$ cat config.mk
export PLATFORM = sky130hd
export DESIGN_NAME = cls_core_ctrl
export DESIGN_NICKNAME = d
export VERILOG_FILES = /design/src/hdl/cls_pkg.sv /design/src/hdl/cls_core_ctrl.sv /design/src/hdl/cls_free_pick.sv
export SDC_FILE = /design/constraint.sdc
export NUM_CORES = 1
export LEC_CHECK = 0
export BUFFER_PORTS_ARGS = -buffer_cell sky130_fd_sc_hd__clkbuf_2
export CAP_MARGIN = 5
export CORE_ASPECT_RATIO = 0.9
export CORE_MARGIN = 5
export CORE_UTILIZATION = 50
export DETAILED_ROUTE_END_ITERATION = 16
export HOLD_SLACK_MARGIN = 0.05
export PLACE_DENSITY_LB_ADDON = 0.3
export SLEW_MARGIN = 10
export SYNTH_ARGS = -nofsm -noshare
export SYNTH_HDL_FRONTEND = slang
export SYNTH_SLANG_ARGS = --single-unit
$ cat constraint.sdc
create_clock -name clk_sys -period 16.5 [get_ports clk_sys]
set_input_delay 2.475 -clock clk_sys [delete_from_list [all_inputs] [get_ports clk_sys]]
set_output_delay 2.475 -clock clk_sys [all_outputs]
set_load 0.02 [all_outputs]
$ cat src/hdl/cls_pkg.sv
//
// Behaviour
// - with result requested, carry set on failed launch, else cleared
// - result register gets F on failure, else launched or lower pair id
// - destination decodes as load bit, free bit, ignored bit, 3-bit target
// - load mode copies shared memory into local 000..1F7, runs from 000
// - no-load mode skips copy and runs at the source address
// - free bit clear: target field is the explicit core id 0..7
// - free bit set: field 000 any free core, 001 free even/odd pair
// - automatic selection picks only cores that are not running
// - low 20 source bits are the copy address in load mode, else the target's starting code address
// - full 32-bit source goes into the target's code pointer
// - stopped cores keep local memory; no-load restart below 400 resumes
// - stop makes the core named by operand bits 2:0 dormant
// - naming a running core restarts it with the new parameters
package cls_pkg;

  localparam int          CLS_NUM_CORES  = 8;
  localparam int          CLS_ID_W       = 3;
  localparam int          CLS_ADDR_W     = 20;
  localparam int          CLS_LOC_W      = 9;
  // ---------------------------------------------------------------
  // destination field layout
  // ---------------------------------------------------------------
  localparam int          CLS_DST_LOAD   = 5;
  localparam int          CLS_DST_FREE   = 4;
  localparam logic [2:0]  CLS_V_ONE      = 3'h0;
  localparam logic [2:0]  CLS_V_PAIR     = 3'h1;
  // ---------------------------------------------------------------
  // copy and launch values
  // ---------------------------------------------------------------
  localparam logic [8:0]  CLS_COPY_FIRST = 9'h000;
  localparam logic [8:0]  CLS_COPY_LAST  = 9'h1F7;
  localparam logic [19:0] CLS_LOC_START  = 20'h00000;
  localparam logic [31:0] CLS_FAIL_ID    = 32'h0000000F;
  // ---------------------------------------------------------------
  // register map and reset values
  // ---------------------------------------------------------------
  localparam logic [3:0]  CLS_REG_RUN    = 4'h0;
  localparam logic [3:0]  CLS_REG_MASK   = 4'h4;
  localparam logic [3:0]  CLS_REG_LAST   = 4'h8;
  localparam logic [7:0]  CLS_MASK_RST   = 8'hFF;

  typedef enum logic [1:0] {
    CLS_IDLE      = 2'h0,
    CLS_COPY_RD   = 2'h1,
    CLS_COPY_WAIT = 2'h3,
    CLS_LAUNCH    = 2'h2
  } cls_state_e;

endpackage : cls_pkg

$ cat src/hdl/cls_core_ctrl.sv
// The address-and-strobe port and the register addresses are this design's own decisions.
`timescale 1ns/1ps
module cls_core_ctrl
  import cls_pkg::*;
#(
  parameter int NUM = CLS_NUM_CORES
) (
  input  wire logic          clk_sys,     // system clock
  input  wire logic          rst,         // async reset, high
  input  wire logic          ce,          // clock enable
  input  wire logic          start_req,   // start operation pulse
  input  wire logic [8:0]    start_dest,  // destination value
  input  wire logic [31:0]   start_src,   // source operand
  input  wire logic          start_wc,    // carry_result_request
  input  wire logic          start_reg,   // destination is a register
  input  wire logic          start_queued,// queue_value_prefix preceded
  input  wire logic [31:0]   start_qval,  // queued value
  input  wire logic          stop_req,    // stop operation pulse
  input  wire logic [8:0]    stop_dest,   // stop operand
  input  wire logic          mem_rvalid,  // shared memory data valid
  input  wire logic [31:0]   mem_rdata,   // shared memory data
  input  wire logic [3:0]    reg_addr,    // register byte address
  input  wire logic [31:0]   reg_wdata,   // register write data
  input  wire logic          reg_wr,      // register write strobe
  input  wire logic          reg_rd,      // register read strobe
  output logic [31:0]        reg_rdata,   // read data, one cycle later
  output logic               busy,        // start not accepted while high
  output logic               done,        // start finished pulse
  output logic               carry,       // result carry
  output logic               res_we,      // write result to dest register
  output logic [31:0]        res_val,     // result value
  output logic [NUM-1:0]     running,     // running cores
  output logic [NUM-1:0]     core_launch, // launch pulse per core
  output logic [NUM-1:0]     core_halt,   // stop pulse per core
  output logic [19:0]        launch_pc,   // starting code address
  output logic [31:0]        code_pointer,// code pointer value
  output logic [31:0]        param_ptr,   // parameter pointer value
  output logic               mem_rd,      // shared memory read pulse
  output logic [19:0]        mem_addr,    // shared memory address
  output logic               loc_we,      // local memory write
  output logic [2:0]         loc_core,    // local memory core
  output logic [8:0]         loc_addr,    // local memory address
  output logic [31:0]        loc_data     // local memory data
);

  typedef struct packed {
    cls_state_e  state;
    logic [2:0]  target;
    logic        e_bit;
    logic        wc;
    logic        to_reg;
    logic        queued;
    logic [31:0] src;
    logic [31:0] qval;
    logic [8:0]  idx;
    logic        busy;
    logic [NUM-1:0] run;
    logic [NUM-1:0] launch;
    logic [NUM-1:0] halt;
    logic [19:0] pc;
    logic [31:0] cptr;
    logic [31:0] pptr;
    logic        done;
    logic        carry;
    logic        res_we;
    logic [31:0] res_val;
    logic        mem_rd;
    logic [19:0] mem_addr;
    logic        loc_we;
    logic [8:0]  loc_addr;
    logic [31:0] loc_data;
    logic [7:0]  mask;
    logic [3:0]  last_id;
    logic        last_fail;
    logic [31:0] rdata;
  } cls_state_s;

  cls_state_s r;
  cls_state_s next_r;

  logic          one_ok;
  logic [2:0]    one_id;
  logic          pair_ok;
  logic [2:0]    pair_id;
  logic          take;
  logic          ld_n;
  logic          free_sel;
  logic [2:0]    vfield;

  cls_free_pick #(.NUM(NUM)) u_pick (
    .avail   (~r.run & r.mask[NUM-1:0]),
    .one_ok  (one_ok),
    .one_id  (one_id),
    .pair_ok (pair_ok),
    .pair_id (pair_id)
  );

  assign take     = start_req && !r.busy;
  assign ld_n     = start_dest[CLS_DST_LOAD];
  assign free_sel = start_dest[CLS_DST_FREE];
  assign vfield   = start_dest[2:0];

  always_comb begin
    logic       ok;
    logic [2:0] tgt;
    ok     = 1'b0;
    tgt    = '0;
    next_r = r;
    next_r.launch = '0;
    next_r.halt   = '0;
    next_r.done   = 1'b0;
    next_r.res_we = 1'b0;
    next_r.mem_rd = 1'b0;
    next_r.loc_we = 1'b0;
    next_r.rdata  = '0;
    // ---------------------------------------------------------------
    // stop operation
    // ---------------------------------------------------------------
    // launch below overrides a stop of the same core
    if (stop_req) begin
      next_r.run[stop_dest[2:0]]  = 1'b0;
      next_r.halt[stop_dest[2:0]] = 1'b1;
    end
    // ---------------------------------------------------------------
    // start sequencer
    // ---------------------------------------------------------------
    case (r.state)
      CLS_IDLE: begin
        if (take) begin
          if (!free_sel) begin
            ok  = 1'b1;
            tgt = vfield;
          end else if (vfield == CLS_V_ONE) begin
            ok  = one_ok;
            tgt = one_id;
          end else if (vfield == CLS_V_PAIR) begin
            ok  = pair_ok;
            tgt = pair_id;
          end
          next_r.target = tgt;
          next_r.e_bit  = ld_n;
          next_r.wc     = start_wc;
          next_r.to_reg = start_reg;
          next_r.queued = start_queued;
          next_r.src    = start_src;
          next_r.qval   = start_qval;
          next_r.idx    = CLS_COPY_FIRST;
          if (!ok) begin
            next_r.done      = 1'b1;
            next_r.carry     = start_wc;
            next_r.res_we    = start_wc && start_reg;
            next_r.res_val   = CLS_FAIL_ID;
            next_r.last_fail = 1'b1;
            next_r.last_id   = CLS_FAIL_ID[3:0];
          end else begin
            next_r.busy = 1'b1;
            // running cores restart; loaded cores halt during copy
            next_r.run[tgt] = 1'b0;
            next_r.state = ld_n ? CLS_LAUNCH : CLS_COPY_RD;
          end
        end
      end
      CLS_COPY_RD: begin
        next_r.mem_rd   = 1'b1;
        next_r.mem_addr = r.src[19:0] + {9'h000, r.idx, 2'b00};
        next_r.state    = CLS_COPY_WAIT;
      end
      CLS_COPY_WAIT: begin
        if (mem_rvalid) begin
          next_r.loc_we   = 1'b1;
          next_r.loc_addr = r.idx;
          next_r.loc_data = mem_rdata;
          next_r.idx      = r.idx + 9'h001;
          next_r.state    = (r.idx == CLS_COPY_LAST) ? CLS_LAUNCH
                                                     : CLS_COPY_RD;
        end
      end
      CLS_LAUNCH: begin
        next_r.launch[r.target] = 1'b1;
        next_r.run[r.target]    = 1'b1;
        next_r.pc   = r.e_bit ? r.src[19:0]
                              : CLS_LOC_START;
        next_r.cptr = r.src;
        next_r.pptr = r.queued ? r.qval : '0;
        next_r.done      = 1'b1;
        next_r.carry     = 1'b0;
        next_r.res_we    = r.wc && r.to_reg;
        next_r.res_val   = {29'h0, r.target};
        next_r.last_fail = 1'b0;
        next_r.last_id   = {1'b0, r.target};
        next_r.busy      = 1'b0;
        next_r.state     = CLS_IDLE;
      end
      default: begin
        next_r.state = CLS_IDLE;
        next_r.busy  = 1'b0;
      end
    endcase
    // ---------------------------------------------------------------
    // register port
    // ---------------------------------------------------------------
    if (reg_wr && reg_addr == CLS_REG_MASK) begin
      next_r.mask = reg_wdata[7:0];
    end
    if (reg_rd) begin
      case (reg_addr)
        CLS_REG_RUN:  next_r.rdata = {23'h0, r.busy, 8'(r.run)};
        CLS_REG_MASK: next_r.rdata = {24'h0, r.mask};
        CLS_REG_LAST: next_r.rdata = {27'h0, r.last_fail, r.last_id};
        default:      next_r.rdata = '0;
      endcase
    end
  end

  always_ff @(posedge clk_sys or posedge rst) begin
    if (rst) begin
      r       <= '0;
      r.state <= CLS_IDLE;
      r.mask  <= CLS_MASK_RST;
    end else if (ce) begin
      r <= next_r;
    end
  end

  assign reg_rdata    = r.rdata;
  assign busy         = r.busy;
  assign done         = r.done;
  assign carry        = r.carry;
  assign res_we       = r.res_we;
  assign res_val      = r.res_val;
  assign running      = r.run;
  assign core_launch  = r.launch;
  assign core_halt    = r.halt;
  assign launch_pc    = r.pc;
  assign code_pointer = r.cptr;
  assign param_ptr    = r.pptr;
  assign mem_rd       = r.mem_rd;
  assign mem_addr     = r.mem_addr;
  assign loc_we       = r.loc_we;
  assign loc_core     = r.target;
  assign loc_addr     = r.loc_addr;
  assign loc_data     = r.loc_data;
endmodule : cls_core_ctrl

$ cat src/hdl/cls_free_pick.sv
`timescale 1ns/1ps
module cls_free_pick
  import cls_pkg::*;
#(
  parameter int NUM = CLS_NUM_CORES
) (
  input  wire logic [NUM-1:0]      avail,   // idle and allowed cores
  output logic                     one_ok,  // a free core exists
  output logic [CLS_ID_W-1:0]      one_id,  // lowest free core
  output logic                     pair_ok, // a free even/odd pair exists
  output logic [CLS_ID_W-1:0]      pair_id  // even core of lowest pair
);

  always_comb begin
    one_ok  = 1'b0;
    one_id  = '0;
    pair_ok = 1'b0;
    pair_id = '0;
    for (int i = NUM - 1; i >= 0; i--) begin
      if (avail[i]) begin
        one_ok = 1'b1;
        one_id = CLS_ID_W'(i);
      end
    end
    for (int i = NUM - 2; i >= 0; i -= 2) begin
      if (avail[i] && avail[i+1]) begin
        pair_ok = 1'b1;
        pair_id = CLS_ID_W'(i);
      end
    end
  end

endmodule : cls_free_pick

==> impl_metrics.yaml <==
timing:
  maxSlewHeadroom_pct: 20.9
  skew_ns: 0.00949
  grt_setup_unrepaired: "no"
  setup_tns_ns: 0
  tightest_slew_ns: 1.19
  fin_crit_ns: 4.58
  drv_slew: 0
  setup_viol: 0
  fin_crit_sh_pct: 27.8
  fmax_mhz: 218
  hold_violations: 0
global_routing:
  grt_first_pass_wirelength_um: 54500
  grt-ovfl-total: 0
  grt.total_usage_pct: 21.4
  grt_pass1_vias: 10100
  antenna_found_initial: 2
  grt_max_degree: 136
logic_synthesis:
  ys_ff_latch: 282
  avgSynthCellArea_sq_um: 8.91
  synth_most_common_cell: "nand2_1"
  ys.flop_type: "dfrtp_1"
  synth_common_cells: "577 x nand2_1, 274 x dfrtp_1, 236 x buf_4"
  synth_top_area_cell: "dfrtp_1"
  synth_edf_count: 0
  ys_types: 70
  ys_seq_area_share_pct: 51.3
  synth-async-reset-ratio_pct: 100
  yosysWarnings: 0
  yosys-top-cells-area: "dfrtp_1 50%, nand2_1 16%, buf_4 13%"
  synth_cells: 1546
  synth_top_area_share_pct: 49.8
  syn-cell-area_sq_um: 13800
critical_path:
  regToRegStartpoint: "r[332]"
  crit_path_max_fanout: 34
  rrSetupSlack_ns: 13.95
  worstPathCellList: "clkbuf_2, clkinv_1, buf_4, nor4_1, and3_1, mux2_2"
  slowest_stage: "clkbuf_2"
  cp-end-kind: "flop"
  cp_top_family: "buffers and inverters"
  crit_required_ns: 16.96
  rr_endpoint: "r[332]"
  crit_type: "input pin to flop"
  arrival_ns: 5.04
  crit_path_max_incr_delay_ns: 0.57
  reg2reg_depth: 6
  crit_start: "ce"
  startpoint_type: "input pin"
  crit_buf_inv: 3
route:
  dr.pass1.iters: 5
  viasPerCell: 5.11
  wl_per_cell_um: 16.8
  route.detailed.drc: 0
  wl_um: 34100
  vias: 10300
  drtAntennaViolNets: 0
  dr.first_iter.drc_count: 654
clock_network:
  cts.path.max_buffers: 3
  clk_latency_ns: 0.54
  cts-hold-fix-buffers: 0
  clkSinkCount: 282
  tritoncts: "built"
  cts_buffers: 29
  clkTransAtPathRegs_ns: 0.07
  root_buffer: "clkbuf_16"
  cts_setup_buffers: 0
  ctsResizeCount: 0
  h-tree-depth: 1
finish:
  postLayoutCoreUtil_pct: 55.4
  area_delta_synth_final_pct: 9.02
  n_antenna_cell: 0
  layout-drive-gt1-share_pct: 25.1
  n_fill_cell: 2459
  finalNetCount: 1818
job:
  maxCapViolCount: 0
placement:
  gp_congestion: 0.898
  portBuffers: 317
  dp_hpwl_um: 23600
power_and_ir_drop:
  p_per_area_nw_per_um2: 172
  leakagePower_nw: 8.22
  ir_drop_uv: 88.6
worst_hold_path:
  worstHoldPathCells: 2
  min_from: "param_ptr[27]"
  holdCritPathClass: "flop to flop"
  hold_end: "param_ptr[27]"
die:
  start_util_pct: 50.8
  core_sq_um: 27100
  row_count: 57
  dieArea_sq_um: 31000
  die_w_um: 185
  io_pins: 403
  die_h_um: 167
status:
  status: "finished, final reports clean"
-- tightest hold or removal path: cells and delay by family, from the launching register on --
kind / cells / cell delay (ns)
and+or+nand+nor: 2 / 0.10
DFF: 1 / 0.34
-- area by class of cell --
class / count / area, sq um / share of cell area [%]
sequential: 282 / 7070 / 47.0
multi-input combinational: 988 / 4830 / 32.2
timing repair buffer: 325 / 1650 / 11.0
clock buffer: 38 / 790 / 5.26
tap: 354 / 443 / 2.95
clock inverter: 15 / 163 / 1.08
inverter: 20 / 82.6 / 0.550
-- layer usage --
| metal | track usage [%] | wire length, um |
|---|---|---|
| met2 | 34.3 | 15800 |
| met3 | 5.79 | 3010 |
| met5 | 0 | 34 |
| met4 | 4.85 | 843 |
| met1 | 29.5 | 14300 |
-- cell families (layout without fill, tap and decap cells) --
group           after synthesis  after routing  share of synthesized area [%]
simple gates                743            743                           22.5
buf+inv                     326            398                           15.3
flops                       282            282                           51.3
compound gates              144            144                           7.02
xor+xnor                     20             20                           1.27
mux                          19             19                           1.48
fa+ha+maj                    11             11                           1.05
other cells                   1             51                         0.0272
-- how the worst max path moves through the flow --
stage,to,cells after the start
6_report,r[37],6
5_1_grt,r[308],4
4_1_cts,code_pointer[11],4
3_5_place_dp,r[296],4
3_3_place_gp,mem_addr[4],4
2_1_floorplan,busy,1
-- cell usage in the layout (no fill, tap or decap), types with 4 or more instances in the layout --
master     synthesis  layout
nor4_1             4       4
nor2_1            29      26
a21oi_1           22      22
o21ai_0           53      53
clkinv_2           0       8
mux2_2            11      11
o21a_1             7       7
ha_1              10      10
nand4_1           11      11
nor2b_1            4       4
dfrtp_1          274     274
nand2_1          577     576
or3_1              5       5
buf_4            236       8
o2bb2ai_1         15      15
clkbuf_2           0     317
inv_1             19      18
xor2_1            17      17
and3_1            10      10
mux2i_1            8       8
nand3_1           65      64
conb_1             1      51
dfstp_2            8       8
a31oi_1            5       5
nand2b_1           7       7
nor3_1             8       8
clkbuf_16          0      29
clkbuf_1          64       6
o31ai_1            4       4
-- report_power, final --
group | internal [mW] | total (mW) | switching, mW
Combinational | 0.260 | 0.791 | 0.531
Clock | 0.384 | 0.655 | 0.271
Sequential | 0.926 | 1.13 | 0.205
-- sequential cells by signal, summed over array words and instances (netlist names) --
signal / cells
loc_data: 32
done: 1
res_val: 4
busy: 1
code_pointer: 32
res_we: 1
mem_addr: 20
launch_pc: 20
reg_rdata: 9
running: 8
carry: 1
loc_core: 3
core_halt: 8
param_ptr: 32
core_launch: 8
loc_addr: 9
loc_we: 1
mem_rd: 1
r: 91
-- stage by stage --
step	instances	cell area (sq um)	hold WS, ns	power, mW	setup WS [ns]
global placement	1969	14100	0.447	1.91	11.29
global route	2022	15000	0.488	2.74	11.51
floorplan	1596	14000	0.439	1.82	6.26
detailed placement	1969	14100	0.452	1.94	11.25
CTS	2022	15000	0.467	2.60	11.82
finish	2022	15000	0.465	2.58	11.92
Note: power is estimated with default switching activity, not from simulation.
